==> src/logic/msag_params.svh <==
/*
  Constants for the memory space address generator: widths, bit positions,
  boundaries and reset values. Definitions only; included by bare name.
*/
`ifndef MSAG_PARAMS_SVH
`define MSAG_PARAMS_SVH

// ---------------------------------------------------------------------------
// Widths
// ---------------------------------------------------------------------------
`define MSAG_PC_W        23
`define MSAG_PADDR_W     24
`define MSAG_EA_W        16
`define MSAG_RPAGE_W     10
`define MSAG_WPAGE_W     9
`define MSAG_TPAGE_W     8

// ---------------------------------------------------------------------------
// Bit positions
// ---------------------------------------------------------------------------
`define MSAG_EA_HI_BIT   15
`define MSAG_RPAGE_PSV   9
`define MSAG_TPAGE_CFG   7

// ---------------------------------------------------------------------------
// Fixed values
// ---------------------------------------------------------------------------
`define MSAG_USER_TOP    24'h7FFFFF
`define MSAG_XY_BOUND    16'h4000
`define MSAG_RPAGE_RST   10'h000
`define MSAG_WPAGE_RST   9'h000
`define MSAG_PADDR_ZERO  24'h000000
`define MSAG_EA_ZERO     16'h0000

`endif

==> src/logic/msag_pkg.sv <==
/*
  Types of the memory space address generator.
  Assumes msag_params.svh is on the include path.
*/
`include "msag_params.svh"

package msag_pkg;

  // -------------------------------------------------------------------------
  // Pointer update settings for one address generator.
  // -------------------------------------------------------------------------
  typedef struct packed {
    logic [`MSAG_EA_W-1:0] step;      // Signed pointer modifier.
    logic                  pre;       // Use the modified pointer as address.
    logic                  mod_en;    // Circular addressing enabled.
    logic [`MSAG_EA_W-1:0] mod_start; // First address of the circular buffer.
    logic [`MSAG_EA_W-1:0] mod_end;   // Last address of the circular buffer.
    logic                  brev_en;   // Bit-reversed update requested.
  } msag_agu_cfg_t;

  // -------------------------------------------------------------------------
  // Kind of program space access.
  // -------------------------------------------------------------------------
  typedef enum logic [1:0] {
    MSAG_PS_FETCH,
    MSAG_PS_TBL_RD,
    MSAG_PS_TBL_WR
  } msag_ps_kind_t;

endpackage : msag_pkg

==> src/logic/msag_agu.sv <==
/*
  One address generation unit: combinational pointer update with linear,
  circular and bit-reversed modes. Assumes the caller registers results.
*/
`timescale 1ns/10ps
`include "msag_params.svh"

module msag_agu (
  input  wire logic [`MSAG_EA_W-1:0] ptr_i,
  input  wire msag_pkg::msag_agu_cfg_t cfg_i,
  output logic      [`MSAG_EA_W-1:0] ea_o,
  output logic      [`MSAG_EA_W-1:0] ptr_next_o
);

  // -------------------------------------------------------------------------
  // Helpers
  // -------------------------------------------------------------------------
  // Bit reversal, used three times in the reverse-carry update.
  function automatic logic [`MSAG_EA_W-1:0] msag_rev(
    input logic [`MSAG_EA_W-1:0] v
  );
    logic [`MSAG_EA_W-1:0] r;
    r = `MSAG_EA_ZERO;
    for (int i = 0; i < `MSAG_EA_W; i++) begin
      r[i] = v[`MSAG_EA_W-1-i];
    end
    return r;
  endfunction : msag_rev

  logic [`MSAG_EA_W-1:0] lin_sum;  // Plain two's complement update.

  // -------------------------------------------------------------------------
  // Pointer update
  // -------------------------------------------------------------------------
  // Circular wrap compares against the boundary reached in the step's
  // direction; a step that jumps past the boundary is not folded back.
  always_comb begin
    lin_sum = ptr_i + cfg_i.step;
    if (cfg_i.brev_en) begin
      ptr_next_o = msag_rev(msag_rev(ptr_i) + msag_rev(cfg_i.step));
    end else if (cfg_i.mod_en && !cfg_i.step[`MSAG_EA_W-1] &&
                 ptr_i == cfg_i.mod_end) begin
      ptr_next_o = cfg_i.mod_start;
    end else if (cfg_i.mod_en && cfg_i.step[`MSAG_EA_W-1] &&
                 ptr_i == cfg_i.mod_start) begin
      ptr_next_o = cfg_i.mod_end;
    end else begin
      ptr_next_o = lin_sum;
    end
    ea_o = cfg_i.pre ? ptr_next_o : ptr_i;
  end

endmodule : msag_agu

==> src/logic/msag_prog_addr.sv <==
/*
  Program space address former for fetch and table accesses.
  Assumes inputs are stable in the cycle they are sampled.
*/
`timescale 1ns/10ps
`include "msag_params.svh"

module msag_prog_addr (
  input  wire msag_pkg::msag_ps_kind_t   kind_i,
  input  wire logic [`MSAG_PC_W-1:0]     pc_i,
  input  wire logic [`MSAG_TPAGE_W-1:0]  table_page_i,
  input  wire logic [`MSAG_EA_W-1:0]     tbl_ea_i,
  output logic      [`MSAG_PADDR_W-1:0]  addr_o,
  output logic                           fault_o
);

  // -------------------------------------------------------------------------
  // Address selection
  // -------------------------------------------------------------------------
  // Only a table read may reach the upper half; anything else landing
  // there is refused rather than silently wrapped.
  always_comb begin
    unique case (kind_i)
      msag_pkg::MSAG_PS_FETCH: begin
        addr_o = {1'b0, pc_i[`MSAG_PC_W-1:1], 1'b0};
      end
      default: begin
        addr_o = {table_page_i, tbl_ea_i};
      end
    endcase
    fault_o = (addr_o > `MSAG_USER_TOP) &&
              !(kind_i == msag_pkg::MSAG_PS_TBL_RD &&
                table_page_i[`MSAG_TPAGE_CFG]);
  end

endmodule : msag_prog_addr

==> src/logic/msag_top.sv <==
/*
  Memory space address generator: program space addresses, X and Y data
  address generators, and extended data space paging.
  Assumes one request of each kind per cycle from the instruction datapath,
  synchronous to clk_sys_i; the memory arrays take registered addresses.
*/
`timescale 1ns/10ps
`include "msag_params.svh"

module msag_top (
  input  wire logic                          clk_sys_i,
  input  wire logic                          resetn_i,
  input  wire logic                          ce_i,
  // Page register writes from the special function register space.
  input  wire logic                          rpage_wr_i,
  input  wire logic [`MSAG_RPAGE_W-1:0]      rpage_wdata_i,
  input  wire logic                          wpage_wr_i,
  input  wire logic [`MSAG_WPAGE_W-1:0]      wpage_wdata_i,
  // Program space request.
  input  wire logic                          ps_req_i,
  input  wire msag_pkg::msag_ps_kind_t       ps_kind_i,
  input  wire logic [`MSAG_PC_W-1:0]         pc_i,
  input  wire logic [`MSAG_TPAGE_W-1:0]      table_page_i,
  input  wire logic [`MSAG_EA_W-1:0]         tbl_ea_i,
  // X read request.
  input  wire logic                          x_rd_req_i,
  input  wire logic [`MSAG_EA_W-1:0]         x_rd_ptr_i,
  input  wire msag_pkg::msag_agu_cfg_t       x_rd_cfg_i,
  // X write request.
  input  wire logic                          x_wr_req_i,
  input  wire logic [`MSAG_EA_W-1:0]         x_wr_ptr_i,
  input  wire msag_pkg::msag_agu_cfg_t       x_wr_cfg_i,
  // Y read request.
  input  wire logic                          y_rd_req_i,
  input  wire logic                          mac_class_i,
  input  wire logic [`MSAG_EA_W-1:0]         y_rd_ptr_i,
  input  wire msag_pkg::msag_agu_cfg_t       y_rd_cfg_i,
  // Page register contents.
  output logic      [`MSAG_RPAGE_W-1:0]      data_read_page_o,
  output logic      [`MSAG_WPAGE_W-1:0]      data_write_page_o,
  // Program space answer.
  output logic                               ps_valid_o,
  output logic      [`MSAG_PADDR_W-1:0]      ps_addr_o,
  output logic                               ps_fault_o,
  // X read answer.
  output logic                               x_rd_valid_o,
  output logic      [`MSAG_PADDR_W-1:0]      x_rd_addr_o,
  output logic                               x_rd_window_o,
  output logic      [`MSAG_EA_W-1:0]         x_rd_ptr_o,
  // X write answer.
  output logic                               x_wr_valid_o,
  output logic      [`MSAG_PADDR_W-1:0]      x_wr_addr_o,
  output logic                               x_wr_in_y_o,
  output logic      [`MSAG_EA_W-1:0]         x_wr_ptr_o,
  // Y read answer.
  output logic                               y_rd_valid_o,
  output logic      [`MSAG_EA_W-1:0]         y_rd_addr_o,
  output logic      [`MSAG_EA_W-1:0]         y_rd_ptr_o
);

  // -------------------------------------------------------------------------
  // Helpers
  // -------------------------------------------------------------------------
  // Joins a page onto the low effective address bits when the upper bit of
  // the address is set; otherwise the base space is addressed untouched.
  // Shared by the read and write paths.
  function automatic logic [`MSAG_PADDR_W-1:0] msag_page_join(
    input logic [`MSAG_WPAGE_W-1:0] page,
    input logic [`MSAG_EA_W-1:0]    ea
  );
    logic [`MSAG_PADDR_W-1:0] a;
    a = `MSAG_PADDR_ZERO;
    if (ea[`MSAG_EA_HI_BIT]) begin
      a = {page, ea[`MSAG_EA_HI_BIT-1:0]};
    end else begin
      a = {8'h00, ea};
    end
    return a;
  endfunction : msag_page_join

  // -------------------------------------------------------------------------
  // Page registers
  // -------------------------------------------------------------------------
  logic [`MSAG_RPAGE_W-1:0] rpage_reg;   // Read page, ten bits.
  logic [`MSAG_RPAGE_W-1:0] rpage_next;  // Next read page.
  logic [`MSAG_WPAGE_W-1:0] wpage_reg;   // Write page, nine bits.
  logic [`MSAG_WPAGE_W-1:0] wpage_next;  // Next write page.

  // Software writes land here; the new page applies from the next cycle,
  // so a write and an access in the same cycle use the old page.
  always_comb begin
    rpage_next = rpage_wr_i ? rpage_wdata_i : rpage_reg;
    wpage_next = wpage_wr_i ? wpage_wdata_i : wpage_reg;
  end

  // Registers the page values.
  always_ff @(posedge clk_sys_i) begin
    if (!resetn_i) begin
      rpage_reg <= `MSAG_RPAGE_RST;
      wpage_reg <= `MSAG_WPAGE_RST;
    end else if (ce_i) begin
      rpage_reg <= rpage_next;
      wpage_reg <= wpage_next;
    end
  end

  // -------------------------------------------------------------------------
  // Program space address
  // -------------------------------------------------------------------------
  logic [`MSAG_PADDR_W-1:0] ps_addr_c;   // Formed program address.
  logic                     ps_fault_c;  // Access outside the allowed range.

  msag_prog_addr u_prog (
    .kind_i       (ps_kind_i),
    .pc_i         (pc_i),
    .table_page_i (table_page_i),
    .tbl_ea_i     (tbl_ea_i),
    .addr_o       (ps_addr_c),
    .fault_o      (ps_fault_c)
  );

  // -------------------------------------------------------------------------
  // Data address generators
  // -------------------------------------------------------------------------
  logic [`MSAG_EA_W-1:0]   x_rd_ea;       // X read effective address.
  logic [`MSAG_EA_W-1:0]   x_rd_pn;       // X read updated pointer.
  logic [`MSAG_EA_W-1:0]   x_wr_ea;       // X write effective address.
  logic [`MSAG_EA_W-1:0]   x_wr_pn;       // X write updated pointer.
  logic [`MSAG_EA_W-1:0]   y_rd_ea;       // Y read effective address.
  logic [`MSAG_EA_W-1:0]   y_rd_pn;       // Y read updated pointer.
  msag_pkg::msag_agu_cfg_t x_rd_cfg_c;    // X read settings, reverse cleared.
  msag_pkg::msag_agu_cfg_t y_rd_cfg_c;    // Y read settings, reverse cleared.

  // Bit reverse is stripped on every read path; only the X write keeps it.
  always_comb begin
    x_rd_cfg_c         = x_rd_cfg_i;
    x_rd_cfg_c.brev_en = 1'b0;
    y_rd_cfg_c         = y_rd_cfg_i;
    y_rd_cfg_c.brev_en = 1'b0;
  end

  // Three units give independent X read, X write and Y read paths so that
  // a multiply-accumulate can fetch X and Y in the same cycle.
  msag_agu u_x_rd (
    .ptr_i      (x_rd_ptr_i),
    .cfg_i      (x_rd_cfg_c),
    .ea_o       (x_rd_ea),
    .ptr_next_o (x_rd_pn)
  );

  msag_agu u_x_wr (
    .ptr_i      (x_wr_ptr_i),
    .cfg_i      (x_wr_cfg_i),
    .ea_o       (x_wr_ea),
    .ptr_next_o (x_wr_pn)
  );

  msag_agu u_y_rd (
    .ptr_i      (y_rd_ptr_i),
    .cfg_i      (y_rd_cfg_c),
    .ea_o       (y_rd_ea),
    .ptr_next_o (y_rd_pn)
  );

  // -------------------------------------------------------------------------
  // Address answers
  // -------------------------------------------------------------------------
  logic                     ps_valid_reg,  ps_valid_next;
  logic [`MSAG_PADDR_W-1:0] ps_addr_reg,   ps_addr_next;
  logic                     ps_fault_reg,  ps_fault_next;
  logic                     xr_valid_reg,  xr_valid_next;
  logic [`MSAG_PADDR_W-1:0] xr_addr_reg,   xr_addr_next;
  logic                     xr_win_reg,    xr_win_next;
  logic [`MSAG_EA_W-1:0]    xr_ptr_reg,    xr_ptr_next;
  logic                     xw_valid_reg,  xw_valid_next;
  logic [`MSAG_PADDR_W-1:0] xw_addr_reg,   xw_addr_next;
  logic                     xw_in_y_reg,   xw_in_y_next;
  logic [`MSAG_EA_W-1:0]    xw_ptr_reg,    xw_ptr_next;
  logic                     yr_valid_reg,  yr_valid_next;
  logic [`MSAG_EA_W-1:0]    yr_addr_reg,   yr_addr_next;
  logic [`MSAG_EA_W-1:0]    yr_ptr_reg,    yr_ptr_next;

  // Computes every answer for the next cycle. Pointers hold when no
  // request is made, so the datapath may read them back at any time.
  always_comb begin
    // Program space: a faulting access is reported but not presented.
    ps_fault_next = ps_req_i && ps_fault_c;
    ps_valid_next = ps_req_i && !ps_fault_c;
    ps_addr_next  = ps_valid_next ? ps_addr_c : `MSAG_PADDR_ZERO;

    // X read: combined space, or program window when the read page asks.
    xr_valid_next = x_rd_req_i;
    xr_win_next   = x_rd_req_i && x_rd_ea[`MSAG_EA_HI_BIT] &&
                    rpage_reg[`MSAG_RPAGE_PSV];
    if (!x_rd_req_i) begin
      xr_addr_next = `MSAG_PADDR_ZERO;
    end else if (xr_win_next) begin
      // Window reads hit the lower program half; only its low word is used.
      xr_addr_next = {1'b0, rpage_reg[`MSAG_TPAGE_W-1:0],
                      x_rd_ea[`MSAG_EA_HI_BIT-1:0]};
    end else begin
      xr_addr_next = msag_page_join(rpage_reg[`MSAG_WPAGE_W-1:0],
                                    x_rd_ea);
    end
    xr_ptr_next = x_rd_req_i ? x_rd_pn : xr_ptr_reg;

    // X write: always the combined X and Y space, never the window.
    xw_valid_next = x_wr_req_i;
    xw_addr_next  = x_wr_req_i ? msag_page_join(wpage_reg, x_wr_ea)
                               : `MSAG_PADDR_ZERO;
    xw_in_y_next  = x_wr_req_i && !x_wr_ea[`MSAG_EA_HI_BIT] &&
                    (x_wr_ea >= `MSAG_XY_BOUND);
    xw_ptr_next   = x_wr_req_i ? x_wr_pn : xw_ptr_reg;

    // Y read: second operand path, served only for the MAC class.
    yr_valid_next = y_rd_req_i && mac_class_i;
    yr_addr_next  = yr_valid_next ? y_rd_ea : `MSAG_EA_ZERO;
    yr_ptr_next   = yr_valid_next ? y_rd_pn : yr_ptr_reg;
  end

  // Registers the answers; clock enable low freezes them all.
  always_ff @(posedge clk_sys_i) begin
    if (!resetn_i) begin
      ps_valid_reg <= 1'b0;
      ps_addr_reg  <= `MSAG_PADDR_ZERO;
      ps_fault_reg <= 1'b0;
      xr_valid_reg <= 1'b0;
      xr_addr_reg  <= `MSAG_PADDR_ZERO;
      xr_win_reg   <= 1'b0;
      xr_ptr_reg   <= `MSAG_EA_ZERO;
      xw_valid_reg <= 1'b0;
      xw_addr_reg  <= `MSAG_PADDR_ZERO;
      xw_in_y_reg  <= 1'b0;
      xw_ptr_reg   <= `MSAG_EA_ZERO;
      yr_valid_reg <= 1'b0;
      yr_addr_reg  <= `MSAG_EA_ZERO;
      yr_ptr_reg   <= `MSAG_EA_ZERO;
    end else if (ce_i) begin
      ps_valid_reg <= ps_valid_next;
      ps_addr_reg  <= ps_addr_next;
      ps_fault_reg <= ps_fault_next;
      xr_valid_reg <= xr_valid_next;
      xr_addr_reg  <= xr_addr_next;
      xr_win_reg   <= xr_win_next;
      xr_ptr_reg   <= xr_ptr_next;
      xw_valid_reg <= xw_valid_next;
      xw_addr_reg  <= xw_addr_next;
      xw_in_y_reg  <= xw_in_y_next;
      xw_ptr_reg   <= xw_ptr_next;
      yr_valid_reg <= yr_valid_next;
      yr_addr_reg  <= yr_addr_next;
      yr_ptr_reg   <= yr_ptr_next;
    end
  end

  // -------------------------------------------------------------------------
  // Outputs, each straight from a flip-flop
  // -------------------------------------------------------------------------
  assign data_read_page_o  = rpage_reg;
  assign data_write_page_o = wpage_reg;
  assign ps_valid_o        = ps_valid_reg;
  assign ps_addr_o         = ps_addr_reg;
  assign ps_fault_o        = ps_fault_reg;
  assign x_rd_valid_o      = xr_valid_reg;
  assign x_rd_addr_o       = xr_addr_reg;
  assign x_rd_window_o     = xr_win_reg;
  assign x_rd_ptr_o        = xr_ptr_reg;
  assign x_wr_valid_o      = xw_valid_reg;
  assign x_wr_addr_o       = xw_addr_reg;
  assign x_wr_in_y_o       = xw_in_y_reg;
  assign x_wr_ptr_o        = xw_ptr_reg;
  assign y_rd_valid_o      = yr_valid_reg;
  assign y_rd_addr_o       = yr_addr_reg;
  assign y_rd_ptr_o        = yr_ptr_reg;

endmodule : msag_top

==> config.mk <==
export PLATFORM = sky130hd
export DESIGN_NAME = msag_top
export DESIGN_NICKNAME = d
export VERILOG_FILES = /design/src/logic/msag_pkg.sv /design/src/logic/msag_agu.sv /design/src/logic/msag_prog_addr.sv /design/src/logic/msag_top.sv
export VERILOG_INCLUDE_DIRS = /design/src /design/src/logic
export SDC_FILE = /design/constraint.sdc
export NUM_CORES = 1
export LEC_CHECK = 0
export ABC_AREA = 1
export BUFFER_PORTS_ARGS = -buffer_cell sky130_fd_sc_hd__buf_4
export CELL_PAD_IN_SITES_DETAIL_PLACEMENT = 2
export CELL_PAD_IN_SITES_GLOBAL_PLACEMENT = 2
export CORE_ASPECT_RATIO = 0.5
export CORE_MARGIN = 2
export CORE_UTILIZATION = 28
export CTS_CLUSTER_SIZE = 28
export DETAILED_ROUTE_END_ITERATION = 6
export HOLD_SLACK_MARGIN = 0.06
export PLACE_DENSITY = 0.9
export SYNTH_ARGS = -nofsm -noshare
export SYNTH_HDL_FRONTEND = slang
export SYNTH_SLANG_ARGS = --single-unit
==> constraint.sdc <==
create_clock -name clk_sys_i -period 5.57 [get_ports clk_sys_i]
set_clock_uncertainty 0.1 [all_clocks]
set_input_delay 0.2785 -clock clk_sys_i [delete_from_list [all_inputs] [get_ports clk_sys_i]]
set_output_delay 0.2785 -clock clk_sys_i [all_outputs]
set_load 0.005 [all_outputs]
==> out/summary.json <==
{
  "detailroute.wirelength.met3": {"value": 1990, "unit": "um"},
  "cts.repair_timing.setup_buffer_count": {"value": 0},
  "postSynthRegisterBits": {"value": 162},
  "crit_path_frequent_cell": {"value": "sky130_fd_sc_hd__nand2_1"},
  "total_leakage_power": {"value": 8.82, "unit": "nW"},
  "intPower": {"value": 2.33, "unit": "mW"},
  "dr_total_vias": {"value": 16700},
  "maxSlewViolCount": {"value": 0},
  "drt_pass1_iterations": {"value": 5},
  "post_synth_main_area_contributors": {"value": "sky130_fd_sc_hd__dfxtp_1 25%, sky130_fd_sc_hd__nand2_1 18%, sky130_fd_sc_hd__a21oi_1 9.2%"},
  "dp.cells": {"value": 3137},
  "finish.instance_area": {"value": 17600, "unit": "um^2"},
  "wirelength": {"value": 74500, "unit": "um"},
  "min_delay_path_depth": {"value": 3},
  "synth.yosys.seq_area_share": {"value": 24.9, "unit": "%"},
  "fillCellCount": {"value": 5625},
  "cts.path.max_buffers": {"value": 2},
  "regToRegStartpoint": {"value": "data_read_page_o[2]"},
  "hold_path.class": {"value": "primary input to flop"},
  "relative_contribution_of_combinational_cells_to_total_power": {"value": 34.4, "unit": "%"},
  "hpwlAfterDp": {"value": 59000, "unit": "um"},
  "power.density": {"value": 219, "unit": "nW/um^2"},
  "synth-warning-count": {"value": 0},
  "clock_sinks": {"value": 162},
  "postRouteAntennaNets": {"value": 0},
  "wire_per_inst": {"value": 23.3, "unit": "um"},
  "critical_path.endpoint_type": {"value": "flop"},
  "gr-usage-all-layers": {"value": 30.0, "unit": "%"},
  "io_buffers": {"value": 437},
  "ir_worst_vdd": {"value": 0.000216, "unit": "V"},
  "htreeDepth": {"value": 4},
  "worst_ep_required_time": {"value": 5830, "unit": "ps"},
  "mapped_area": {"value": 13000, "unit": "um^2"},
  "synthDominantAreaCellType": {"value": "sky130_fd_sc_hd__dfxtp_1"},
  "layout.core_utilization": {"value": 38.7, "unit": "%"},
  "tritoncts": {"value": "done"},
  "drc_marker_count_from_the_first_detailed_route_iteration": {"value": 943},
  "final.setup.tns": {"value": 0, "unit": "ps"},
  "multiplexer_area_fraction_after_synthesis": {"value": 0, "unit": "%"},
  "gp_routability_congestion": {"value": 0.936},
  "die_w": {"value": 309, "unit": "um"},
  "largest_net_degree_at_the_start_of_global_routing": {"value": 77},
  "dpl_cell_area": {"value": 16800, "unit": "um^2"},
  "finalSetupViolations": {"value": 0},
  "max_fanout_on_critical_path": {"value": 8},
  "min_from": {"value": "wpage_wdata_i[3]"},
  "flow.area_growth_from_synthesis": {"value": 35.4, "unit": "%"},
  "synth-main-ff-cell": {"value": "sky130_fd_sc_hd__dfxtp_1"},
  "layout_worst_path_cycle_share": {"value": 47.8, "unit": "%"},
  "mapped_avg_cell_area": {"value": 6.07, "unit": "um^2"},
  "worst_skew_pair.late_latency": {"value": 440, "unit": "ps"},
  "worstRegToRegCells": {"value": 3},
  "io-pin-count": {"value": 441},
  "power_switching": {"value": 1.52, "unit": "mW"},
  "seqPwrFrac": {"value": 32.6, "unit": "%"},
  "period_minus_slack": {"value": 2660, "unit": "ps"},
  "worst_slew_margin_rel": {"value": 36.3, "unit": "%"},
  "synth-compound-area-share": {"value": 19.4, "unit": "%"},
  "synth_largest_type_area_fraction": {"value": 24.9, "unit": "%"},
  "initial_antenna_violation_count": {"value": 2},
  "synth_cell_types": {"value": 52},
  "route.met2.wl": {"value": 36400, "unit": "um"},
  "post_synth_most_frequent_cells": {"value": "629 x sky130_fd_sc_hd__nand2_1, 240 x sky130_fd_sc_hd__a21oi_1, 238 x sky130_fd_sc_hd__inv_1"},
  "clk_network_pwr_share": {"value": 32.9, "unit": "%"},
  "post_synth_inst_count": {"value": 2145},
  "routedLengthMet1": {"value": 32200, "unit": "um"},
  "report.final.hold_viol_count": {"value": 0},
  "critical_path.reg2reg.endpoint": {"value": "x_rd_addr_o[17]"},
  "number_of_standard_cells_in_the_final_layout_excluding_fillers": {"value": 3193},
  "cts.root.buffer_cell": {"value": "sky130_fd_sc_hd__clkbuf_16"},
  "syn-num-nets": {"value": 2474},
  "critical-path-slowest-cell": {"value": "sky130_fd_sc_hd__dlygate4sd3_1"},
  "rrSetupSlack": {"value": 4470, "unit": "ps"},
  "rows": {"value": 55},
  "grt_pass1_vias": {"value": 18000},
  "rsz0062_at_grt": {"value": "no"},
  "highest_layer": {"value": "met4"},
  "critical_path.startpoint_type": {"value": "primary input"},
  "yosys.area_share.adder": {"value": 5.03, "unit": "%"},
  "holdPathEnd": {"value": "data_write_page_o[3]"},
  "via_per_inst": {"value": 5.23},
  "outcome": {"value": "completed"},
  "fin_ws": {"value": 2910, "unit": "ps"},
  "worst_ep_arrival_time": {"value": 2930, "unit": "ps"},
  "criticalPathCategory": {"value": "primary input to flop"},
  "starting_utilization_of_the_core_area": {"value": 28.6, "unit": "%"},
  "chipHeight": {"value": 157, "unit": "um"},
  "combined_area_of_the_multi_input_logic_cells": {"value": 8460, "unit": "um^2"},
  "nets": {"value": 2880},
  "worst-slew-pin-transition": {"value": 955, "unit": "ps"},
  "placement_setup_slack": {"value": 2660, "unit": "ps"},
  "synth_xor_xnor_area_share": {"value": 2.89, "unit": "%"},
  "synth.most_common_cell": {"value": "sky130_fd_sc_hd__nand2_1"},
  "die_area": {"value": 48400, "unit": "um^2"},
  "flip_flop_and_latch_area": {"value": 3240, "unit": "um^2"},
  "cts_inserted_buffers": {"value": 17},
  "maxClockFrequency": {"value": 376, "unit": "MHz"},
  "core_region_area": {"value": 45600, "unit": "um^2"},
  "global_route.overflow_total": {"value": 0},
  "cp_cell_sequence": {"value": "dlygate4sd3_1, buf_4, nand2_1, and2_1, nand4_1, nor2_1, nand3_1, inv_1, a21oi_1, o21ai_0, nand2_1, nand2_1, nand2_1, a21oi_1"},
  "synth_top_family_by_area": {"value": "simple AND/OR/NAND/NOR gates"},
  "grt_first_pass_wirelength": {"value": 111000, "unit": "um"},
  "cap_viol_max_count": {"value": 0},
  "post_route_cells_drive_above_1_share": {"value": 23.1, "unit": "%"},
  "clk_pin_slew": {"value": 90, "unit": "ps"},
  "synth_simple_gate_area_share": {"value": 37.6, "unit": "%"},
  "route.detailed.drc": {"value": 0},
  "synth_edf_count": {"value": 0},
  "critical_path.max_stage_delay": {"value": 540, "unit": "ps"},
  "swShare": {"value": 39.5, "unit": "%"},
  "async_reset_ff_share": {"value": 0, "unit": "%"}
}
-- critical path, delay by kind of cell --
family	cells	cell delay, ps
simple gates	8	1190
buf+inv	3	990
compound gates	3	450
-- metal layers --
layer | track usage, % | vias to the layer above
li1 | - | 7840
met1 | 37.0 | 8292
met2 | 52.7 | 406
met3 | 2.41 | 167
met4 | 15.0 | 0
met5 | 0 | -
-- placed cells by master, fill, tap and decap left out, types with 46 or more instances in the layout --
cell type                   n
sky130_fd_sc_hd__a21oi_1  239
sky130_fd_sc_hd__buf_4    443
sky130_fd_sc_hd__dfxtp_1  162
sky130_fd_sc_hd__ha_1      46
sky130_fd_sc_hd__inv_1    237
sky130_fd_sc_hd__nand2_1  629
sky130_fd_sc_hd__nand3_1  149
sky130_fd_sc_hd__nand4_1   52
sky130_fd_sc_hd__nor2_1   162
sky130_fd_sc_hd__o21ai_0   93
-- repair_timing --
action | 4_1_cts | 5_1_grt
hold endpoints to repair | 22 | 0
hold buffers | 22 | 0
resized for setup | 0 | 0
-- sequential cells by signal, summed over array words and instances (netlist names), 9 cells and up --
signal	flops
x_wr_ptr_o	16
x_rd_ptr_o	16
ps_addr_o	24
data_write_page_o	9
y_rd_ptr_o	16
data_read_page_o	10
x_wr_addr_o	24
x_rd_addr_o	24
y_rd_addr_o	16
-- cell families after synthesis --
family | Yosys count
AOI/OAI and AO/OA | 441
xor gates and xnor gates | 43
adders and majority gates | 50
buffers and inverters | 339
DFF | 162
and+or+nand+nor | 1110
-- worst max-delay path by stage --
stage | from | to
after floorplan | y_rd_ptr_i[0] | y_rd_addr_o[14]
after global placement | x_wr_ptr_i[15] | x_wr_addr_o[1]
after detailed placement | x_wr_ptr_i[15] | x_wr_addr_o[1]
after CTS | x_rd_cfg_i[29] | x_rd_addr_o[3]
after global routing | x_rd_cfg_i[29] | x_rd_addr_o[13]
final | x_rd_cfg_i[29] | x_rd_addr_o[13]
-- through the flow --
| stage | hold slack, ps | total power [mW] |
|---|---|---|
| final | 58.7 | 3.86 |
| after global placement | 351 | 2.50 |
| after detailed placement | 360 | 2.56 |
| after global routing | 86.8 | 4.05 |
| after floorplan | 342 | 1.94 |
| after CTS | 60.4 | 3.85 |
-- area by class of cell --
class | count | share of cell area, %
tap | 627 | 4.45
inverter | 261 | 5.57
clock buffer | 17 | 2.41
multi-input combinational | 1644 | 47.9
sequential | 162 | 18.4
antenna | 2 | 0.0284
timing repair buffer | 465 | 20.1
clock inverter | 15 | 1.13
-- power groups by stage --
stage	registers, mW	clock network [mW]	logic, mW
global placement	1.27	0	1.23
detailed placement	1.28	0	1.28
CTS	1.25	1.29	1.31
floorplan	1.28	0	0.667
finish	1.26	1.27	1.33
global route	1.26	1.34	1.44
No activity file was read; power rests on OpenSTA's default activity.
